--- src/hdl/rsvs_pkg.sv ---
/*
 * Shared constants for the reset sequencer: register map, control and
 * status bit positions, reset vectors, sequence timing and state codes.
 * Assumes a 50 MHz oscillator clock that also serves as the crystal clock.
 */
package rsvs_pkg;

    localparam int          ADDR_W        = 8;
    localparam int          DATA_W        = 32;
    localparam int          CNT_W         = 13;

    // register byte offsets
    localparam logic [7:0]  OFS_CTRL      = 8'h00;
    localparam logic [7:0]  OFS_STATUS    = 8'h04;
    localparam logic [7:0]  OFS_CLEAR     = 8'h08;
    localparam logic [7:0]  OFS_IRQ_EN    = 8'h0c;
    localparam logic [7:0]  OFS_INFO      = 8'h10;

    // control register fields
    localparam int          CTL_BUS_CLOCK_OUT_EN   = 0;
    localparam int          CTL_PULLUP_EN = 1;
    localparam int          CTL_MINT_EN   = 2;
    localparam int          CTL_MINT_EDGE = 3;
    localparam int          CTL_RW_EN     = 4;
    localparam int          CTL_LOW_BYTE_STROBE_EN  = 5;
    localparam int          CTL_DBE_OFF   = 6;
    localparam int          CTL_CCR_I     = 7;
    localparam int          CTL_CCR_X     = 8;
    localparam int          CTL_W         = 9;

    // status / clear / enable fields
    localparam int          ST_POR        = 0;
    localparam int          ST_WDOG       = 1;
    localparam int          ST_CLKMON     = 2;
    localparam int          ST_EXTERNAL   = 3;
    localparam int          ST_RELEASE    = 4;
    localparam int          ST_W          = 5;

    // reset vectors (address of high byte)
    localparam logic [15:0] VEC_NORMAL    = 16'hfffe;
    localparam logic [15:0] VEC_CLKMON    = 16'hfffc;
    localparam logic [15:0] VEC_WDOG      = 16'hfffa;

    // sequence timing in oscillator cycles
    localparam int          OSC_START_CYC = 4096;
    localparam logic [12:0] HOLD_CYC      = 13'h0010;
    localparam logic [12:0] SAMPLE_CYC    = 13'h0009;

    typedef enum logic [5:0] {
        S_INIT = 6'h01,
        S_OSC  = 6'h02,
        S_HOLD = 6'h04,
        S_WAIT = 6'h08,
        S_EXT  = 6'h10,
        S_RUN  = 6'h20
    } rsvs_state_type;

endpackage

--- src/hdl/rsvs_reset_sequencer.sv ---
/*
 * Reset sequencer with reset vector selection, pin defaults and register port.
 * Assumes all inputs except i_arst_n synchronous to i_clk; the reset pin is read via i_reset_pin.
 */
// Chosen here: the address-and-strobe port and the placing of the registers.
// Summary of operation
// - enter reset asynchronously on i_arst_n, at a clock edge otherwise; leave it synchronously to the clock
// - start sequence on power-on, watchdog, clock monitor or low reset pin
// - drive reset pin low open-drain on any reset; clocked sequence follows
// - power-on and clock-monitor resets wait 4096 cycles, pin held low
// - hold reset pin low 16 to 17 cycles, then release it
// - sample the reset pin nine cycles after release
// - pin still low: external reset, clear latches, normal vector
// - pin high with clock-monitor latch: clock-monitor vector, beats watchdog
// - pin high, watchdog latch only: watchdog vector
// - pin high, nothing latched: normal reset vector
// - mode from three straps in reset; pull-downs on lower two
// - maskable interrupt enabled, level triggered and masked at reset
// - nonmaskable mask set in reset until software clears it
// - interrupt pin pull-ups on until software clears pull-up enable
// - direction and low strobe pins come up as pulled-up inputs
// - data bus enable active in expanded modes, pulled up in single-chip
// - bus clock at half crystal; off single-chip user, on special single-chip
`timescale 1ns/1ps
module rsvs_reset_sequencer #(
    parameter int OSC_START_CYC = rsvs_pkg::OSC_START_CYC
) (
    input  wire logic                        i_clk,
    input  wire logic                        i_arst_n,
    input  wire logic                        i_watchdog_timeout,
    input  wire logic                        i_watchdog_en,
    input  wire logic                        i_clkmon_fail,
    input  wire logic                        i_clkmon_en,
    input  wire logic                        i_reset_pin,
    input  wire logic                        i_special_mode_strap,
    input  wire logic                        i_mode_strap_b,
    input  wire logic                        i_mode_strap_a,
    input  wire logic [rsvs_pkg::ADDR_W-1:0] i_addr,
    input  wire logic [rsvs_pkg::DATA_W-1:0] i_wdata,
    input  wire logic                        i_wr,
    input  wire logic                        i_rd,
    output logic      [rsvs_pkg::DATA_W-1:0] o_rdata,
    output logic                             o_irq,
    output logic                             o_cpu_reset_n,
    output logic      [15:0]                 o_vector,
    output logic      [2:0]                  o_mode,
    output logic                             o_reset_pin_out,
    output logic                             o_reset_pin_oe,
    output logic                             o_mode_pulldown,
    output logic                             o_int_pullup,
    output logic                             o_maskable_int_enable,
    output logic                             o_maskable_int_edge,
    output logic                             o_ccr_i_mask,
    output logic                             o_ccr_x_mask,
    output logic                             o_rw_func_en,
    output logic                             o_low_byte_strobe_en,
    output logic                             o_rw_low_byte_strobe_pullup,
    output logic                             o_data_bus_enable_func,
    output logic                             o_data_bus_enable_pullup,
    output logic                             o_bus_clock_out
);
    rsvs_pkg::rsvs_state_type state_reg, state_next;

    logic                          cnt_start;
    logic [rsvs_pkg::CNT_W-1:0]    cnt_load;
    logic                          cnt_done;
    logic                          wd_latch_reg;
    logic                          cm_latch_reg;
    logic                          wd_ev;
    logic                          cm_ev;
    logic                          decide;
    logic                          in_reset_next;
    logic                          single_chip;
    logic                          normal_single;
    logic [rsvs_pkg::CTL_W-1:0]    ctrl_reg;
    logic [rsvs_pkg::ST_W-1:0]     status_reg;
    logic [rsvs_pkg::ST_W-1:0]     status_set;
    logic [rsvs_pkg::ST_W-1:0]     status_clr;
    logic [rsvs_pkg::ST_W-1:0]     irq_en_reg;
    logic [12:0]                   osc_len;

    // events only count when their source is enabled
    assign wd_ev         = i_watchdog_timeout & i_watchdog_en;
    assign cm_ev         = i_clkmon_fail & i_clkmon_en;
    assign decide        = (state_reg == rsvs_pkg::S_WAIT) & cnt_done;
    assign in_reset_next = (state_next != rsvs_pkg::S_RUN);
    // decode the latched mode: straps serve other functions once running
    assign single_chip   = ~o_mode[1] & ~o_mode[0];
    assign normal_single = single_chip & o_mode[2];

    always_comb begin
        state_next = state_reg;
        cnt_start  = 1'b0;
        cnt_load   = rsvs_pkg::HOLD_CYC;
        unique case (state_reg)
            rsvs_pkg::S_INIT: begin
                state_next = rsvs_pkg::S_OSC;
                cnt_start  = 1'b1;
                cnt_load   = rsvs_pkg::CNT_W'(OSC_START_CYC);
            end
            rsvs_pkg::S_OSC: begin
                if (cnt_done) begin
                    state_next = rsvs_pkg::S_HOLD;
                    cnt_start  = 1'b1;
                end
            end
            rsvs_pkg::S_HOLD: begin
                if (cnt_done) begin
                    state_next = rsvs_pkg::S_WAIT;
                    cnt_start  = 1'b1;
                    cnt_load   = rsvs_pkg::SAMPLE_CYC;
                end
            end
            rsvs_pkg::S_WAIT: begin
                // a slow-rising pin here is read as an external reset
                if (cnt_done) begin
                    state_next = i_reset_pin ? rsvs_pkg::S_RUN : rsvs_pkg::S_EXT;
                end
            end
            rsvs_pkg::S_EXT: begin
                if (i_reset_pin) begin
                    state_next = rsvs_pkg::S_RUN;
                end
            end
            rsvs_pkg::S_RUN: begin
                if (cm_ev) begin
                    state_next = rsvs_pkg::S_OSC;
                    cnt_start  = 1'b1;
                    cnt_load   = rsvs_pkg::CNT_W'(OSC_START_CYC);
                end else if (wd_ev || !i_reset_pin) begin
                    state_next = rsvs_pkg::S_HOLD;
                    cnt_start  = 1'b1;
                end
            end
        endcase
    end

    always_ff @(posedge i_clk or negedge i_arst_n) begin
        if (!i_arst_n) begin
            state_reg <= rsvs_pkg::S_INIT;
        end else begin
            state_reg <= state_next;
        end
    end

    rsvs_down_counter #(
        .W (rsvs_pkg::CNT_W)
    ) u_counter (
        .i_clk    (i_clk),
        .i_arst_n (i_arst_n),
        .i_start  (cnt_start),
        .i_load   (cnt_load),
        .o_done   (cnt_done)
    );

    // reset asserts with i_arst_n alone, clockless; release waits for an edge
    always_ff @(posedge i_clk or negedge i_arst_n) begin
        if (!i_arst_n) begin
            o_cpu_reset_n <= 1'b0;
        end else begin
            o_cpu_reset_n <= ~in_reset_next;
        end
    end

    // open-drain: data always low, only the enable moves
    always_ff @(posedge i_clk or negedge i_arst_n) begin
        if (!i_arst_n) begin
            o_reset_pin_oe  <= 1'b1;
            o_reset_pin_out <= 1'b0;
        end else begin
            o_reset_pin_oe  <= (state_next == rsvs_pkg::S_INIT) | (state_next == rsvs_pkg::S_OSC)
                             | (state_next == rsvs_pkg::S_HOLD);
            o_reset_pin_out <= 1'b0;
        end
    end

    // failure latches survive the sequence; a new event beats the clear
    always_ff @(posedge i_clk or negedge i_arst_n) begin
        if (!i_arst_n) begin
            wd_latch_reg <= 1'b0;
            cm_latch_reg <= 1'b0;
        end else begin
            wd_latch_reg <= wd_ev | (wd_latch_reg & ~decide);
            cm_latch_reg <= cm_ev | (cm_latch_reg & ~decide);
        end
    end

    always_ff @(posedge i_clk or negedge i_arst_n) begin
        if (!i_arst_n) begin
            o_vector <= rsvs_pkg::VEC_NORMAL;
        end else if (decide) begin
            if (!i_reset_pin) begin
                o_vector <= rsvs_pkg::VEC_NORMAL;
            end else if (cm_latch_reg) begin
                o_vector <= rsvs_pkg::VEC_CLKMON;
            end else if (wd_latch_reg) begin
                o_vector <= rsvs_pkg::VEC_WDOG;
            end else begin
                o_vector <= rsvs_pkg::VEC_NORMAL;
            end
        end else if (state_reg == rsvs_pkg::S_EXT) begin
            o_vector <= rsvs_pkg::VEC_NORMAL;
        end
    end

    // straps followed live during reset, frozen once the core runs
    always_ff @(posedge i_clk or negedge i_arst_n) begin
        if (!i_arst_n) begin
            o_mode          <= 3'h0;
            o_mode_pulldown <= 1'b1;
        end else begin
            if (state_reg != rsvs_pkg::S_RUN) begin
                o_mode <= {i_special_mode_strap, i_mode_strap_b, i_mode_strap_a};
            end
            o_mode_pulldown <= in_reset_next;
        end
    end

    // control register: defaults forced throughout reset
    always_ff @(posedge i_clk or negedge i_arst_n) begin
        if (!i_arst_n) begin
            ctrl_reg <= '0;
            ctrl_reg[rsvs_pkg::CTL_PULLUP_EN] <= 1'b1;
            ctrl_reg[rsvs_pkg::CTL_MINT_EN]   <= 1'b1;
            ctrl_reg[rsvs_pkg::CTL_CCR_I]     <= 1'b1;
            ctrl_reg[rsvs_pkg::CTL_CCR_X]     <= 1'b1;
        end else if (state_reg != rsvs_pkg::S_RUN) begin
            ctrl_reg <= '0;
            ctrl_reg[rsvs_pkg::CTL_BUS_CLOCK_OUT_EN]   <= ~normal_single;
            ctrl_reg[rsvs_pkg::CTL_PULLUP_EN] <= 1'b1;
            ctrl_reg[rsvs_pkg::CTL_MINT_EN]   <= 1'b1;
            ctrl_reg[rsvs_pkg::CTL_CCR_I]     <= 1'b1;
            ctrl_reg[rsvs_pkg::CTL_CCR_X]     <= 1'b1;
        end else if (i_wr && i_addr == rsvs_pkg::OFS_CTRL) begin
            ctrl_reg[rsvs_pkg::CTL_CCR_I:0] <= i_wdata[rsvs_pkg::CTL_CCR_I:0];
            // the x mask can be cleared by software but never set again
            ctrl_reg[rsvs_pkg::CTL_CCR_X] <= ctrl_reg[rsvs_pkg::CTL_CCR_X]
                                           & i_wdata[rsvs_pkg::CTL_CCR_X];
        end
    end

    always_ff @(posedge i_clk or negedge i_arst_n) begin
        if (!i_arst_n) begin
            o_maskable_int_enable    <= 1'b1;
            o_maskable_int_edge      <= 1'b0;
            o_ccr_i_mask             <= 1'b1;
            o_ccr_x_mask             <= 1'b1;
            o_int_pullup             <= 1'b1;
            o_rw_func_en             <= 1'b0;
            o_low_byte_strobe_en     <= 1'b0;
            o_rw_low_byte_strobe_pullup        <= 1'b1;
            o_data_bus_enable_func   <= 1'b0;
            o_data_bus_enable_pullup <= 1'b1;
        end else begin
            o_maskable_int_enable    <= ctrl_reg[rsvs_pkg::CTL_MINT_EN] | in_reset_next;
            o_maskable_int_edge      <= ctrl_reg[rsvs_pkg::CTL_MINT_EDGE] & ~in_reset_next;
            o_ccr_i_mask             <= ctrl_reg[rsvs_pkg::CTL_CCR_I] | in_reset_next;
            o_ccr_x_mask             <= ctrl_reg[rsvs_pkg::CTL_CCR_X] | in_reset_next;
            o_int_pullup             <= ctrl_reg[rsvs_pkg::CTL_PULLUP_EN] | in_reset_next;
            o_rw_func_en             <= ctrl_reg[rsvs_pkg::CTL_RW_EN] & ~in_reset_next;
            o_low_byte_strobe_en     <= ctrl_reg[rsvs_pkg::CTL_LOW_BYTE_STROBE_EN] & ~in_reset_next;
            o_rw_low_byte_strobe_pullup        <= ~(ctrl_reg[rsvs_pkg::CTL_RW_EN] & ctrl_reg[rsvs_pkg::CTL_LOW_BYTE_STROBE_EN])
                                      | in_reset_next;
            o_data_bus_enable_func   <= ~single_chip & (~ctrl_reg[rsvs_pkg::CTL_DBE_OFF] | in_reset_next);
            o_data_bus_enable_pullup <= single_chip;
        end
    end

    rsvs_bus_clock u_bus_clock (
        .i_clk     (i_clk),
        .i_arst_n  (i_arst_n),
        .i_en      (ctrl_reg[rsvs_pkg::CTL_BUS_CLOCK_OUT_EN]),
        .o_clk_out (o_bus_clock_out)
    );

    // sticky status: hardware set wins over a software clear
    always_comb begin
        status_set = '0;
        status_set[rsvs_pkg::ST_POR]      = (state_reg == rsvs_pkg::S_INIT);
        status_set[rsvs_pkg::ST_WDOG]     = wd_ev;
        status_set[rsvs_pkg::ST_CLKMON]   = cm_ev;
        status_set[rsvs_pkg::ST_EXTERNAL] = decide & ~i_reset_pin;
        status_set[rsvs_pkg::ST_RELEASE]  = in_reset_next == 1'b0 && state_reg != rsvs_pkg::S_RUN;
        status_clr = (i_wr && i_addr == rsvs_pkg::OFS_CLEAR) ? i_wdata[rsvs_pkg::ST_W-1:0] : '0;
    end

    always_ff @(posedge i_clk or negedge i_arst_n) begin
        if (!i_arst_n) begin
            status_reg <= '0;
            irq_en_reg <= '0;
            o_irq      <= 1'b0;
        end else begin
            status_reg <= status_set | (status_reg & ~status_clr);
            if (i_wr && i_addr == rsvs_pkg::OFS_IRQ_EN) begin
                irq_en_reg <= i_wdata[rsvs_pkg::ST_W-1:0];
            end
            o_irq <= |(status_reg & irq_en_reg);
        end
    end

    // read data valid only in the cycle after the strobe
    always_ff @(posedge i_clk or negedge i_arst_n) begin
        if (!i_arst_n) begin
            o_rdata <= '0;
        end else if (i_rd) begin
            unique case (i_addr)
                rsvs_pkg::OFS_CTRL:   o_rdata <= {{(rsvs_pkg::DATA_W-rsvs_pkg::CTL_W){1'b0}}, ctrl_reg};
                rsvs_pkg::OFS_STATUS: o_rdata <= {{(rsvs_pkg::DATA_W-rsvs_pkg::ST_W){1'b0}}, status_reg};
                rsvs_pkg::OFS_IRQ_EN: o_rdata <= {{(rsvs_pkg::DATA_W-rsvs_pkg::ST_W){1'b0}}, irq_en_reg};
                rsvs_pkg::OFS_INFO:   o_rdata <= {5'h00, cm_latch_reg, wd_latch_reg, o_mode, state_reg, o_vector};
                default:              o_rdata <= '0;
            endcase
        end else begin
            o_rdata <= '0;
        end
    end

    // helper for the start-up delay check
    always_ff @(posedge i_clk or negedge i_arst_n) begin
        if (!i_arst_n) begin
            osc_len <= 13'h0000;
        end else begin
            osc_len <= (state_reg == rsvs_pkg::S_OSC) ? osc_len + 13'h0001 : 13'h0000;
        end
    end
endmodule

--- src/hdl/rsvs_down_counter.sv ---
/*
 * Loadable down-counter: a start pulse loads a count, and o_done pulses
 * for one cycle exactly that many cycles after the start cycle ends.
 * Assumes one clock and an asynchronous active-low reset.
 */
`timescale 1ns/1ps
module rsvs_down_counter #(
    parameter int W = 13
) (
    input  wire logic         i_clk,
    input  wire logic         i_arst_n,
    input  wire logic         i_start,
    input  wire logic [W-1:0] i_load,
    output logic              o_done
);
    logic [W-1:0] cnt_reg;

    always_ff @(posedge i_clk or negedge i_arst_n) begin
        if (!i_arst_n) begin
            cnt_reg <= '0;
            o_done  <= 1'b0;
        end else if (i_start) begin
            cnt_reg <= i_load;
            o_done  <= 1'b0;
        end else if (cnt_reg != '0) begin
            cnt_reg <= cnt_reg - 1'b1;
            o_done  <= (cnt_reg == {{(W-1){1'b0}}, 1'b1});
        end else begin
            o_done  <= 1'b0;
        end
    end
endmodule

--- src/hdl/rsvs_bus_clock.sv ---
/*
 * Bus clock output: toggles every crystal cycle while enabled, giving half
 * the crystal rate; parked low while disabled. Output is a flip-flop.
 * Assumes i_clk is the crystal clock.
 */
`timescale 1ns/1ps
module rsvs_bus_clock (
    input  wire logic i_clk,
    input  wire logic i_arst_n,
    input  wire logic i_en,
    output logic      o_clk_out
);
    always_ff @(posedge i_clk or negedge i_arst_n) begin
        if (!i_arst_n) begin
            o_clk_out <= 1'b0;
        end else begin
            o_clk_out <= i_en ? ~o_clk_out : 1'b0;
        end
    end
endmodule

--- config.mk ---
export PLATFORM = sky130hd
export DESIGN_NAME = rsvs_reset_sequencer
export DESIGN_NICKNAME = d
export VERILOG_FILES = /design/src/hdl/rsvs_pkg.sv /design/src/hdl/rsvs_reset_sequencer.sv /design/src/hdl/rsvs_down_counter.sv /design/src/hdl/rsvs_bus_clock.sv
export SDC_FILE = /design/constraint.sdc
export NUM_CORES = 1
export LEC_CHECK = 0
export BUFFER_PORTS_ARGS = -buffer_cell sky130_fd_sc_hd__buf_2
export CORE_UTILIZATION = 55
export CTS_CLUSTER_DIAMETER = 40
export DETAILED_ROUTE_END_ITERATION = 10
export PLACE_DENSITY = 0.91
export SLEW_MARGIN = 10
export SYNTH_ARGS = -nofsm -noshare
export SYNTH_HDL_FRONTEND = slang
export SYNTH_SLANG_ARGS = --single-unit
--- constraint.sdc ---
create_clock -name i_clk -period 3.5 [get_ports i_clk]
set_input_delay 0.175 -clock i_clk [delete_from_list [all_inputs] [get_ports i_clk]]
set_output_delay 0.175 -clock i_clk [all_outputs]
set_load 0.03 [all_outputs]
# --- Word level (Yosys, flattened, before mapping) ---
# Index checks and enable logic that the tools add are counted.
classes:
  n_addsub: 1
  multipliers: 0
  div_mod_pow: 0
  magnitude_cmp: 0
  eq_ne: 16
  n_shift: 0
  mux: 30
  bitwise_logic: 38
  n_reduce_logical: 13
op_table:
  columns: ["operator", "count"]
  rows:
  - ["one-hot mux 27 bit (4 select lines)", 1]
  - ["two-way mux 6 bit", 7]
  - ["two-way mux 13 bit", 3]
  - ["one-hot mux 13 bit (3 select lines)", 1]
  - ["one-hot mux 6 bit (6 select lines)", 1]
  - ["two-way mux 16 bit", 2]
  - ["two-way mux 32 bit", 1]
  - ["two-way mux 9 bit", 2]
  - ["== test 8 x 4 -> 1 bit, second input constant", 2]
  - ["AND 1 bit", 14]
  - ["== test 13 x 1 -> 1 bit, second input constant", 1]
  - ["nonzero test 13 bit", 1]
  - ["subtractor 13 x 1 -> 13 bit, second input constant", 1]
  - ["== test 6 x 1 -> 1 bit, second input constant", 2]
  - ["== test 6 x 2 -> 1 bit, second input constant", 2]
  - ["== test 6 x 3 -> 1 bit, second input constant", 2]
  - ["inequality test 6 bit, second input constant", 2]
  - ["AND 5 bit", 2]
  - ["two-way mux 5 bit", 2]
  - ["NOT 1 bit", 10]
  - ["OR 1 bit", 10]
  - ["two-way mux 3 bit", 3]
  - ["== test 8 x 3 -> 1 bit, second input constant", 1]
  - ["== test 8 x 5 -> 1 bit, second input constant", 1]
  - ["14 further kinds", 24]
word_totals:
  regBits: 107
  latchBits: 0
  mem_bits_rw: 0
  rom_bits: 0
  in_bits: 52
  out_inout_bits: 67
  elab_cells: 124
  mem_count: 0

# --- Logic depth before layout (Yosys ltp) ---
# Gate-level depths: netlist of the first run.
depth:
  word_depth: 9
  mapped_depth: 6
  depth_no_buf: 6

# --- Hierarchy ---
# From an unflattened synthesis of the first run, not the netlist that was laid out.
unflattened:
  cells_unflattened: 371
  area_unflattened_um2: 3926.3
modules_own_cells:
  columns: ["module", "instances", "cells_each", "area_per_inst_um2", "seq_area_each_um2"]
  rows:
  - ["rsvs_reset_sequencer", 1, 285, 3064.2, 1695.4]
  - ["rsvs_down_counter", 1, 84, 823.3, 350.3]
  - ["rsvs_bus_clock", 1, 2, 38.8, 25.0]

# --- Worst setup path before layout of the first run ---
# No wires, ideal clock.
synth_timing:
  path_type: "register -> register"
  from: "reg u_counter.cnt_reg[0]"
  to: "reg u_counter.cnt_reg[10]"
  setup_ns: 0.077
  arrival_time_ns: 1.990
  t_required_ns: 3.423
  slack_ns: 1.432
  stages_incl_launch_ff: 7
  n_path_buf: 0
  period_less_slack_ns: 2.068
  cell_sequence: "dfrtp_1 -> inv_1 -> ha_1 -> or3b_4 -> or4_4 -> or4_1 -> a21oi_1"
synth_between:
  elab_chain_cells: 3
  word_cells_on_any_way: 5
  cone_classes: "add/sub (1); mux (2); reduce/logical (2)"
synth_rtl:
  columns: ["element", "line", "text"]
  rows:
  - ["start, declared", "rsvs_down_counter.sv:16", "logic [W-1:0] cnt_reg;"]
  - ["start signal, assigned", "rsvs_down_counter.sv:23", "cnt_reg <= i_load;"]
  - ["start signal, assigned", "rsvs_down_counter.sv:26", "cnt_reg <= cnt_reg - 1'b1;"]
  - ["subtractor 13 x 1 -> 13 bit", "rsvs_down_counter.sv:26", null]
  - ["two-way mux 13 bit", "rsvs_down_counter.sv:25", "end else if (cnt_reg != '0) begin"]
  - ["two-way mux 13 bit", "rsvs_down_counter.sv:22", "end else if (i_start) begin"]
# Several ways; a longest one is shown, not always the timed one. The select of a mux whose other input is x is not followed.
# A chain may end at the register's enable or synchronous reset.

# --- Worst setup path in the final report of the first run ---
layout_timing:
  from: "reg state_reg[1]"
  to: "reg u_counter.cnt_reg[4]"
layout_between:
  elab_chain_cells: 4
  word_cells_on_any_way: 9
  cone_classes: "eq/ne (4); mux (3); reduce/logical (2)"
layout_rtl:
  columns: ["element", "line", "text"]
  rows:
  - ["start, declared", "rsvs_reset_sequencer.sv:62", "rsvs_pkg::rsvs_state_type state_reg, state_next;"]
  - ["start signal, assigned", "rsvs_reset_sequencer.sv:140", "state_reg <= rsvs_pkg::S_INIT;"]
  - ["start signal, assigned", "rsvs_reset_sequencer.sv:142", "state_reg <= state_next;"]
  - ["== test 6 x 2 -> 1 bit / == test 6 x 3 -> 1 bit (equally long branches)", "rsvs_reset_sequencer.sv:95", "unique case (state_reg)"]
  - ["OR reduction 2 bit (no line)", null, null]
  - ["one-hot mux 1 bit (3 select lines)", "rsvs_reset_sequencer.sv:95", null]
  - ["two-way mux 13 bit / nonzero test 2 bit (equally long branches)", null, null]
# Several ways; a longest one is shown, not always the timed one.

==> results of run 1 <==
## cell usage after synthesis (3+ instances only)
library cell                 n
sky130_fd_sc_hd__a21o_1      4
sky130_fd_sc_hd__a21oi_1     9
sky130_fd_sc_hd__a22o_1      3
sky130_fd_sc_hd__a22oi_1     5
sky130_fd_sc_hd__a31oi_1     3
sky130_fd_sc_hd__and2_1     11
sky130_fd_sc_hd__buf_2       9
sky130_fd_sc_hd__buf_4      26
sky130_fd_sc_hd__clkbuf_1    4
sky130_fd_sc_hd__dfrtp_1    67
sky130_fd_sc_hd__dfstp_2    15
sky130_fd_sc_hd__inv_1       8
sky130_fd_sc_hd__mux2_2      5
sky130_fd_sc_hd__mux2i_1    11
sky130_fd_sc_hd__nand2_1    33
sky130_fd_sc_hd__nand2b_1    7
sky130_fd_sc_hd__nand3_1     5
sky130_fd_sc_hd__nand3b_1    3
sky130_fd_sc_hd__nor2_1     35
sky130_fd_sc_hd__nor2b_1     7
sky130_fd_sc_hd__nor3_1      5
sky130_fd_sc_hd__nor4_1      9
sky130_fd_sc_hd__o211ai_1    3
sky130_fd_sc_hd__o21ai_0     4
sky130_fd_sc_hd__o2bb2ai_1   5
sky130_fd_sc_hd__o31ai_1     3
sky130_fd_sc_hd__or2_2       5
sky130_fd_sc_hd__or3_1       7
sky130_fd_sc_hd__or4_1       6
sky130_fd_sc_hd__or4_4       3
## metrics by stage
step | power [uW] | worst slack [ps]
after floorplan | 1520 | 1430
after global placement | 1590 | 1280
after detailed placement | 1620 | 1250
after CTS | 2330 | 1220
after global routing | 2440 | 1100
final | 2320 | 1200
## cell usage in the layout (no fill, tap or decap), types with 4 or more instances in the layout
cell,count
sky130_fd_sc_hd__dfstp_2,15
sky130_fd_sc_hd__nor2b_1,7
sky130_fd_sc_hd__or3_1,7
sky130_fd_sc_hd__mux2_2,5
sky130_fd_sc_hd__nand2_1,33
sky130_fd_sc_hd__nor2_1,35
sky130_fd_sc_hd__nand3_1,5
sky130_fd_sc_hd__nor3_1,5
sky130_fd_sc_hd__conb_1,21
sky130_fd_sc_hd__a22oi_1,5
sky130_fd_sc_hd__nor4_1,8
sky130_fd_sc_hd__o2bb2ai_1,5
sky130_fd_sc_hd__a21oi_1,9
sky130_fd_sc_hd__clkbuf_8,10
sky130_fd_sc_hd__a21o_1,4
sky130_fd_sc_hd__nand2b_1,7
sky130_fd_sc_hd__inv_1,8
sky130_fd_sc_hd__mux2i_1,11
sky130_fd_sc_hd__or2_2,5
sky130_fd_sc_hd__and2_1,11
sky130_fd_sc_hd__o21ai_0,4
sky130_fd_sc_hd__or4_1,6
sky130_fd_sc_hd__dfrtp_1,67
sky130_fd_sc_hd__buf_2,74
## worst max path at each step
stage	start	endpoint	cells past startpoint
global route	state_reg[1]$_DFF_PN0_	u_counter.cnt_reg[4]$_DFFE_PN0P_	4
finish	state_reg[1]$_DFF_PN0_	u_counter.cnt_reg[4]$_DFFE_PN0P_	4
floorplan	u_counter.cnt_reg[0]$_DFFE_PN0P_	u_counter.cnt_reg[10]$_DFFE_PN0P_	6
global placement	state_reg[1]$_DFF_PN0_	u_counter.cnt_reg[4]$_DFFE_PN0P_	4
CTS	state_reg[1]$_DFF_PN0_	u_counter.cnt_reg[4]$_DFFE_PN0P_	4
detailed placement	state_reg[1]$_DFF_PN0_	u_counter.cnt_reg[4]$_DFFE_PN0P_	4
## repair_timing
action	in CTS	in global routing
hold endpoints to repair	1	0
resized for setup	0	0
hold buffers	1	0
## layer usage
metal / track usage [%] / share of wire [%] / vias up
li1: - / - / 1394
met1: 29.5 / 42 / 1464
met2: 38.7 / 49 / 123
met3: 7.43 / 7.2 / 12
met4: 8.03 / 1.0 / 2
met5: 0 / 0.16 / -
## layout make-up
type | count | share of cell area [%]
clock buffers | 10 | 3.10
diodes | 1 | 0.0563
inverters | 8 | 0.676
clock inverters | 6 | 1.60
multi-input cells | 256 | 36.4
repair buffers | 77 | 8.90
well taps | 96 | 2.70
flip-flops and latches | 82 | 46.6
## kinds of logic (layout without fill, tap and decap cells)
| logic type | after synthesis | after routing | synth area share (%) |
|---|---|---|---|
| DFF | 82 | 82 | 53.1 |
| muxes | 16 | 16 | 4.27 |
| buffers and inverters | 48 | 101 | 7.41 |
| adders and majority gates | 2 | 2 | 0.642 |
| other | 2 | 22 | 0.193 |
| and+or+nand+nor | 152 | 152 | 21.4 |
| AOI/OAI and AO/OA | 62 | 62 | 12.3 |
| xor gates and xnor gates | 3 | 3 | 0.674 |
## power by group
| group | switching, uW | total, uW | internal, uW |
|---|---|---|---|
| sequential | 113 | 1140 | 1030 |
| clock | 354 | 709 | 355 |
| combinational | 281 | 470 | 189 |
| total | 748 | 2320 | 1570 |
==> impl_metrics.toml, run 1 <==
[cells_and_area]
seqCellArea_mm2 = 0.00207
multi_input_area_mm2 = 0.00162
syn_to_final_growth_pct = 14.0
final_design_area_no_fill_mm2 = 0.00444
drive_above_1_share_pct = 29.6
layout.nets = 488
utilization_pct = 65.1
layout.cells.non_filler = 536
n_fill_cell = 519
flip_flop_count_of_the_largest_register_after_layout = 21

[setup_path]
reg2reg_from = "state_reg[1]$_DFF_PN0_"
timing.critical_path.cells = "or4_1, a211oi_2, or3_1, o221a_2"
cp-end-kind = "flop"
worst_r2r_endpoint = "u_counter.cnt_reg[4]$_DFFE_PN0P_"
worstSetupPathType = "reg -> reg"
worst_ep_required_time_ps = 3800
sum_of_buffers_and_inverters_on_the_critical_path = 0
critical-path-max-stage-delay_ps = 690
setup.worst_path.start_class = "flop"
reg2reg_slack_ps = 1200
critical-path-slowest-cell = "sky130_fd_sc_hd__or4_1"
critical_path_arrival_ps = 2610
path_max_fanout = 12
r2r_cells = 4
worst_path_dominant_cell_family = "simple AND/OR/NAND/NOR gates"

[sta]
totalNegativeSetupSlack_ps = 0
report.final.setup_viol = 0
slew_violations = 0
final.hold.worst_slack_ps = -36.5
worst_clock_skew_ps = 9.13
finalWorstPathRequiredPeriod_ps = 2300
relSlewSlack_pct = 34.8
rsz0062_at_grt = "false"
worst-slew-pin-transition_ps = 979
post_route_clock_period_utilization_pct = 65.8
fmax_ghz = 0.434
final_hold_viol_count = 34

[placed_design]
placed_cells = 518
hpwl_um = 5820
routability_cong = 0.865
post_dp_cell_area_mm2 = 0.00422
buffer_ports.inserted = 75

[routing]
route.detailed.wl_per_inst_um = 15.4
wirelength_um = 8240
drtAntennaViolNets = 0
first_pass_drt_iterations = 5
avgViaCountPerCell = 5.59
drt-initial-drc-count = 223
drt_drc_violations_left = 0
num_vias = 2995

[die]
num_rows = 30
die_extent_in_x_um = 86.2
initial_core_util_pct = 57.1
die_h_um = 86.2
die_area_mm2 = 0.00743
core_area_mm2 = 0.00683
ios = 119

[global_route]
gr-total-overflow = 0
antenna_violations_before_repair = 2
grt_total_usage_pct = 23.5
grt_pass1_wl_um = 13300
first_global_vias = 2821
grt_start_max_net_pins = 83

[logic_synthesis]
synthCells = 367
post_synth_main_area_contributors = "sky130_fd_sc_hd__dfrtp_1, sky130_fd_sc_hd__dfstp_2, sky130_fd_sc_hd__buf_4"
async_reset_ff_share_pct = 100
post_synth_instance_area_mm2 = 0.00390
sequential_cell_area_fraction_in_the_yosys_report_pct = 53.1
synth_top_flop_cell = "sky130_fd_sc_hd__dfrtp_1"
synthesis.area_per_instance_um2 = 10.6
synth_top_cell_area_share_pct = 43.0
synth_cell_types = 67
number_of_flops_mapped_to_enable_cells_by_yosys = 0
synth.ff_latch_count = 82
synth-warning-count = 0
synth_top_area_cell = "sky130_fd_sc_hd__dfrtp_1"

[pwr]
total_leakage_power_uw = 0.00209
vdd_drop_max_mv = 0.263
cellPowerDensity_mw_per_mm2 = 522

[clock_tree]
cts_root_buffer = "sky130_fd_sc_hd__clkbuf_8"
post_cts.repair.setup_buffers = 0
cts.reportedPaths.clkPinSlew_ps = 90
clkLatencyLatePin_ps = 360
htree_levels = 3
clock_tree_from_tritoncts = "built"
number_of_buffers_inserted_during_clock_tree_synthesis = 9
clock_sink_count = 82
clockBufferDepth = 2

[status]
outcome = "finished with violations"
failed_checks = "negative hold slack"

[flow_run]
max_cap_viol_count = 0

[min_path]
hold_class = "in -> async"
No activity file was read; power rests on OpenSTA's default activity.
==> run 2: changes to the inputs <==
--- a/config.mk
+++ b/config.mk
@@ -5,11 +5,12 @@
 export SDC_FILE = /design/constraint.sdc
 export NUM_CORES = 1
 export LEC_CHECK = 0
+export ABC_AREA = 1
 export BUFFER_PORTS_ARGS = -buffer_cell sky130_fd_sc_hd__buf_2
-export CORE_UTILIZATION = 55
+export CORE_UTILIZATION = 47
 export CTS_CLUSTER_DIAMETER = 40
 export DETAILED_ROUTE_END_ITERATION = 10
-export PLACE_DENSITY = 0.91
+export PLACE_DENSITY = 0.83
 export SLEW_MARGIN = 10
 export SYNTH_ARGS = -nofsm -noshare
 export SYNTH_HDL_FRONTEND = slang
==> constraint.sdc (replaced) <==
create_clock -name i_clk -period 1.95 [get_ports i_clk]
set_input_delay 0.0975 -clock i_clk [delete_from_list [all_inputs] [get_ports i_clk]]
set_output_delay 0.0975 -clock i_clk [all_outputs]
set_load 0.03 [all_outputs]
==> run 2 against run 1 <==
The flow now finishes without violations. Design area increased by 4.0%. Sequential share of layout area decreased by 1.8 points. Clock skew increased by 4.0 ps. Die area increased by 18%. First-iteration DRC count decreased by 34%. Sequential power increased by 75%.
==> impl_metrics.toml, run 2 <==
[setup_path]
worst_ep_required_time_ps = 2260
timing.critical_path.cells = "inv_1, ha_1, nand2_1, nor2_4, nand2_1, nor2_4, nand2_1, nand2_1"
setup.worst_path.start_class = "flop"
cp-end-kind = "flop"
critical-path-slowest-cell = "sky130_fd_sc_hd__dfrtp_1"
critical-path-max-stage-delay_ps = 410
cpMostUsedCell = "sky130_fd_sc_hd__nand2_1"
r2r_cells = 8
critical_path_arrival_ps = 1990
sum_of_buffers_and_inverters_on_the_critical_path = 1
reg2reg_slack_ps = 270
worst_setup_path_endpoint = "u_counter.cnt_reg[1]$_DFFE_PN0P_"
worstSetupPathType = "reg -> reg"
worst_r2r_endpoint = "u_counter.cnt_reg[1]$_DFFE_PN0P_"
path_max_fanout = 8
worst_path_dominant_cell_family = "simple AND/OR/NAND/NOR gates"
critPathLaunch = "u_counter.cnt_reg[0]$_DFFE_PN0P_"
reg2reg_from = "u_counter.cnt_reg[0]$_DFFE_PN0P_"
timing.critical_path.depth = 8

[routing]
drtAntennaViolNets = 0
first_pass_drt_iterations = 7
wirelength_um = 8230
drt_drc_violations_left = 0
drt-initial-drc-count = 147
avgViaCountPerCell = 4.86
route.detailed.wl_per_inst_um = 13.0
num_vias = 3083

[cells_and_area]
most_common_cell_after_layout_fill_and_taps_aside = "sky130_fd_sc_hd__buf_2"
flip_flop_count_of_the_largest_register_after_layout = 21
mostFrequentLayoutCells = "sky130_fd_sc_hd__buf_2, sky130_fd_sc_hd__nand2_1, sky130_fd_sc_hd__dfrtp_1, sky130_fd_sc_hd__inv_1, sky130_fd_sc_hd__nor2_1"
utilization_pct = 56.6
syn_to_final_growth_pct = 17.4
antennaDiodeCount = 0
layout.nets = 579
final_design_area_no_fill_mm2 = 0.00462
n_fill_cell = 725
drive_above_1_share_pct = 27.5

[min_path]
hold_class = "in -> reg"

[placed_design]
post_dp_cell_area_mm2 = 0.00431
routability_cong = 0.920
dp_worst_setup_slack_ps = 276
hpwl_um = 5970
buffer_ports.inserted = 75

[pwr]
internal-power_uw = 2720
vdd_drop_max_mv = 0.869
cellPowerDensity_mw_per_mm2 = 908
total_leakage_power_uw = 0.00254
p_sw_share_pct = 35.1
power.share.combinational_pct = 23.2
switching_power_uw = 1470
clock_power_share_pct = 29.2
pwr-share-seq_pct = 47.6

[sta]
slew_violations = 0
finalWorstPathRequiredPeriod_ps = 1680
final.hold.worst_slack_ps = 8.59
final_hold_viol_count = 0
report.final.setup_viol = 0
fin_ws_ps = 266
fmax_ghz = 0.594
worst_clock_skew_ps = 13.2
rsz0062_at_grt = "false"
post_route_clock_period_utilization_pct = 86.4
totalNegativeSetupSlack_ps = 0

[die]
initial_core_util_pct = 48.2
ios = 119
die_extent_in_x_um = 93.5
die_area_mm2 = 0.00875
die_h_um = 93.5
core_area_mm2 = 0.00818
num_rows = 33

[logic_synthesis]
synth.ff_latch_count = 82
async_reset_ff_share_pct = 100
post_synth_instance_area_mm2 = 0.00394
synth_top_flop_cell = "sky130_fd_sc_hd__dfrtp_1"
synth_cell_types = 36
number_of_flops_mapped_to_enable_cells_by_yosys = 0
synthCells = 438
synth_top_area_cell = "sky130_fd_sc_hd__dfrtp_1"
netlist_top_cells_count = "sky130_fd_sc_hd__nand2_1, sky130_fd_sc_hd__dfrtp_1, sky130_fd_sc_hd__inv_1, sky130_fd_sc_hd__nor2_1, sky130_fd_sc_hd__nand3_1"
synthesis.area_per_instance_um2 = 8.99
post_synth_main_area_contributors = "sky130_fd_sc_hd__dfrtp_1, sky130_fd_sc_hd__dfstp_2, sky130_fd_sc_hd__nand2_1"
count_leader_synth = "sky130_fd_sc_hd__nand2_1"
synth-warning-count = 0
sequential_cell_area_fraction_in_the_yosys_report_pct = 52.6
synth_top_cell_area_share_pct = 42.6

[clock_tree]
htree_levels = 3
clock_sink_count = 82
clock_tree_from_tritoncts = "built"
clockBufferDepth = 2
cts_root_buffer = "sky130_fd_sc_hd__clkbuf_8"
cts.reportedPaths.clkPinSlew_ps = 100
post_cts.resized_instances = 0
number_of_buffers_inserted_during_clock_tree_synthesis = 9
clkLatencyLatePin_ps = 370

[global_route]
grt_total_usage_pct = 20.7
antenna_violations_before_repair = 0
gr-total-overflow = 0
grt_start_max_net_pins = 46
first_global_vias = 2988
grt_pass1_wl_um = 13700

[flow_run]
max_cap_viol_count = 0

[status]
outcome = "completed"
## run 2: how the worst min path moves through the flow
stage | from | end | slack (ps) | cells after the start
floorplan | i_arst_n | cm_latch_reg$_DFF_PN0_ | -200 | 0
global placement | i_arst_n | o_rdata[3]$_DFF_PN0_ | 80 | 1
detailed placement | i_arst_n | o_rdata[3]$_DFF_PN0_ | 90 | 1
CTS | i_wdata[5] | ctrl_reg[5]$_DFFE_PN0P_ | 3 | 3
global route | i_wdata[5] | ctrl_reg[5]$_DFFE_PN0P_ | 0.4 | 3
finish | i_wdata[5] | ctrl_reg[5]$_DFFE_PN0P_ | 9 | 3
## run 2: kinds of logic after synthesis
group | after synthesis | synth area share (%)
buffers and inverters | 95 | 12.1
XOR/XNOR | 10 | 2.22
adder cells (fa/ha/maj) | 2 | 0.635
flip-flops | 82 | 52.6
other | 2 | 0.191
AND/OR/NAND/NOR | 198 | 25.7
AO/OA/AOI/OAI | 49 | 6.58
## run 2: power by group through the flow
stage               logic, uW  registers (uW)  clock network, uW
floorplan                 726            2030                  0
global placement          907            2020                  0
detailed placement        947            2020                  0
CTS                       975            1990               1260
global route             1120            2020               1330
finish                    976            2000               1230
## run 2: tightest hold or removal path, stage by stage
cell and delay [ps]:
sky130_fd_sc_hd__buf_2 90, sky130_fd_sc_hd__nand3_1 70, sky130_fd_sc_hd__o21ai_0 90
## run 2: timing repair
| action | CTS | global route |
|---|---|---|
| buffers inserted | 0 | 0 |
| hold buffers | 10 | 1 |
| hold endpoints to repair | 36 | 1 |
## run 2: cell type report
cell class              instances  area (um2)  area share (%)
flip-flops and latches         82        2070            44.8
well taps                     105         131            2.84
repair buffers                 88         515            11.2
clock buffers                   9         124            2.68
clock inverters                 7        76.3            1.65
inverters                      64         243            5.25
multi-input cells             280        1460            31.6
## run 2: routing by layer
metal,vias to the layer above,wire (um),global-route usage [%]
met5,-,0,0
met4,0,114,5.64
met3,11,454,6.42
met2,95,4170,35.0
met1,1472,3490,25.6
li1,1505,-,-
## run 2: per-stage QoR
step                total power (uW)  cells
finish                          4200    635
global route                    4470    635
CTS                             4230    634
detailed placement              2970    608
global placement                2930    608
floorplan                       2760    457
==> run 3: changes to the inputs <==
--- a/config.mk
+++ b/config.mk
@@ -11,6 +11,7 @@
 export CTS_CLUSTER_DIAMETER = 40
 export DETAILED_ROUTE_END_ITERATION = 10
 export PLACE_DENSITY = 0.83
+export REMOVE_ABC_BUFFERS = 1
 export SLEW_MARGIN = 10
 export SYNTH_ARGS = -nofsm -noshare
 export SYNTH_HDL_FRONTEND = slang
==> run 3 against run 2 <==
First-iteration DRC count is 33% lower. Sequential share of layout area is 0.40 points higher. Critical path depth stayed put. Fmax is 0.63% lower. Design area is 0.89% lower. Largest power group unchanged. Highest routed layer unchanged.
==> impl_metrics.toml, run 3 (synthesized netlist as in run 2, its figures left out) <==
[status]
outcome = "completed"

[placed_design]
hpwl_um = 6100
routability_cong = 0.865
buffer_ports.inserted = 75

[die]
die_area_mm2 = 0.00875
num_rows = 33
die_extent_in_x_um = 93.5
die_h_um = 93.5
ios = 119
initial_core_util_pct = 48.2
core_area_mm2 = 0.00818

[clock_tree]
cts.reportedPaths.clkPinSlew_ps = 80
post_cts.resized_instances = 0
clkLatencyLatePin_ps = 340
htree_levels = 3
post_cts.repair.setup_buffers = 0
clockBufferDepth = 2
clock_tree_from_tritoncts = "built"
number_of_buffers_inserted_during_clock_tree_synthesis = 9
clock_sink_count = 82
cts_root_buffer = "sky130_fd_sc_hd__clkbuf_8"

[cells_and_area]
drive_above_1_share_pct = 27.7
most_common_cell_after_layout_fill_and_taps_aside = "sky130_fd_sc_hd__buf_2"
flip_flop_count_of_the_largest_register_after_layout = 21
multi_input_area_mm2 = 0.00146
antennaDiodeCount = 0
syn_to_final_growth_pct = 16.3
seqCellArea_mm2 = 0.00207
n_fill_cell = 715
layout.nets = 577
mostFrequentLayoutCells = "sky130_fd_sc_hd__buf_2, sky130_fd_sc_hd__nand2_1, sky130_fd_sc_hd__dfrtp_1, sky130_fd_sc_hd__inv_1, sky130_fd_sc_hd__nor2_1"

[pwr]
internal-power_uw = 2800
vdd_drop_max_mv = 0.414
power.share.combinational_pct = 23.2
switching_power_uw = 1350
cellPowerDensity_mw_per_mm2 = 907
clock_power_share_pct = 28.9
total_power_uw = 4160
p_sw_share_pct = 32.6
total_leakage_power_uw = 0.00251
pwr-share-seq_pct = 47.9

[sta]
final.hold.worst_slack_ps = 19.2
fmax_ghz = 0.590
rsz0062_at_grt = "false"
worst_clock_skew_ps = 6.47
final_hold_viol_count = 0
post_route_clock_period_utilization_pct = 86.9
finalWorstPathRequiredPeriod_ps = 1690
report.final.setup_viol = 0
totalNegativeSetupSlack_ps = 0
slew_violations = 0

[setup_path]
worstSetupPathType = "reg -> reg"
critPathLaunch = "u_counter.cnt_reg[0]$_DFFE_PN0P_"
cp-end-kind = "flop"
setup.worst_path.start_class = "flop"
worst_ep_required_time_ps = 2240
reg2reg_from = "u_counter.cnt_reg[0]$_DFFE_PN0P_"
critical_path_arrival_ps = 1980
path_max_fanout = 8
r2r_cells = 8

[global_route]
gr-total-overflow = 0
grt_total_usage_pct = 19.6
antenna_violations_before_repair = 0
grt_start_max_net_pins = 35
first_global_vias = 3027
grt_pass1_wl_um = 13200

[routing]
num_vias = 3105
wirelength_um = 8050
first_pass_drt_iterations = 4
drt_drc_violations_left = 0
route.detailed.wl_per_inst_um = 12.7
drt-initial-drc-count = 99
avgViaCountPerCell = 4.91
drtAntennaViolNets = 0

[min_path]
min_path_cells = 3
hold_class = "in -> reg"
min-delay-start = "i_watchdog_en"

[flow_run]
max_cap_viol_count = 0
==> run 3: final timing paths <==
path / endpoint / slack, ps
worst max-delay path: u_counter.cnt_reg[0]$_DFFE_PN0P_ / 260
worst min-delay path: status_reg[1]$_DFF_PN0_ / 20
worst max register to register: u_counter.cnt_reg[0]$_DFFE_PN0P_ / 260
worst min register to register: o_rw_low_byte_strobe_pullup$_DFF_PN1_ / 440
max in group asynchronous: o_reset_pin_oe$_DFF_PN1_ / 1010
min in group asynchronous: u_bus_clock.o_clk_out$_DFF_PN0_ / 220
==> run 3: worst max-delay path: stages, from the launching register on <==
cell and delay, ps:
sky130_fd_sc_hd__dfrtp_1 410, sky130_fd_sc_hd__inv_1 110, sky130_fd_sc_hd__ha_1 230, sky130_fd_sc_hd__nand2_1 150, sky130_fd_sc_hd__nor2_4 170, sky130_fd_sc_hd__nand2_1 220
sky130_fd_sc_hd__nor2_4 190, sky130_fd_sc_hd__nand2_1 80, sky130_fd_sc_hd__nand2_1 80
==> run 3: final cells by class <==
class,count,area share (%)
clock buffer,10,2.79
multi-input combinational,280,31.9
timing repair buffer,86,10.5
inverter,64,5.30
sequential,82,45.2
clock inverter,6,1.45
tap,105,2.87
==> run 3: stage by stage <==
| stage | utilization [%] | setup slack, ps | area (um2) | instances |
|---|---|---|---|---|
| 6_report | 56.0 | 255 | 4580 | 633 |
| 2_1_floorplan | - | 314 | 3780 | 426 |
| 4_1_cts | 56.0 | 258 | 4580 | 633 |
| 5_1_grt | 56.0 | 122 | 4580 | 633 |
| 3_3_place_gp | 52.7 | 355 | 4310 | 609 |
| 3_5_place_dp | 52.7 | 281 | 4310 | 609 |
==> run 3: metal layers <==
layer  global-route usage, %  up-vias  part of all wire [%]
li1                        -     1495                     -
met3                    4.55       16                   6.2
met4                    8.08        0                   2.4
met5                       0        -                     0
met2                    35.8      117                    51
met1                    21.8     1477                    40
==> run 3: power by group through the flow <==
stage	sequential (uW)	combinational [uW]	clock, uW
floorplan	2030	691	0
global placement	2020	906	0
detailed placement	2020	951	0
CTS	1990	971	1230
global route	2010	1100	1310
finish	1990	964	1200
==> run 3: timing repair <==
item,CTS,global route
setup endpoints to repair,0,0
hold buffers,8,0
endpoints found under the hold margin,40,0
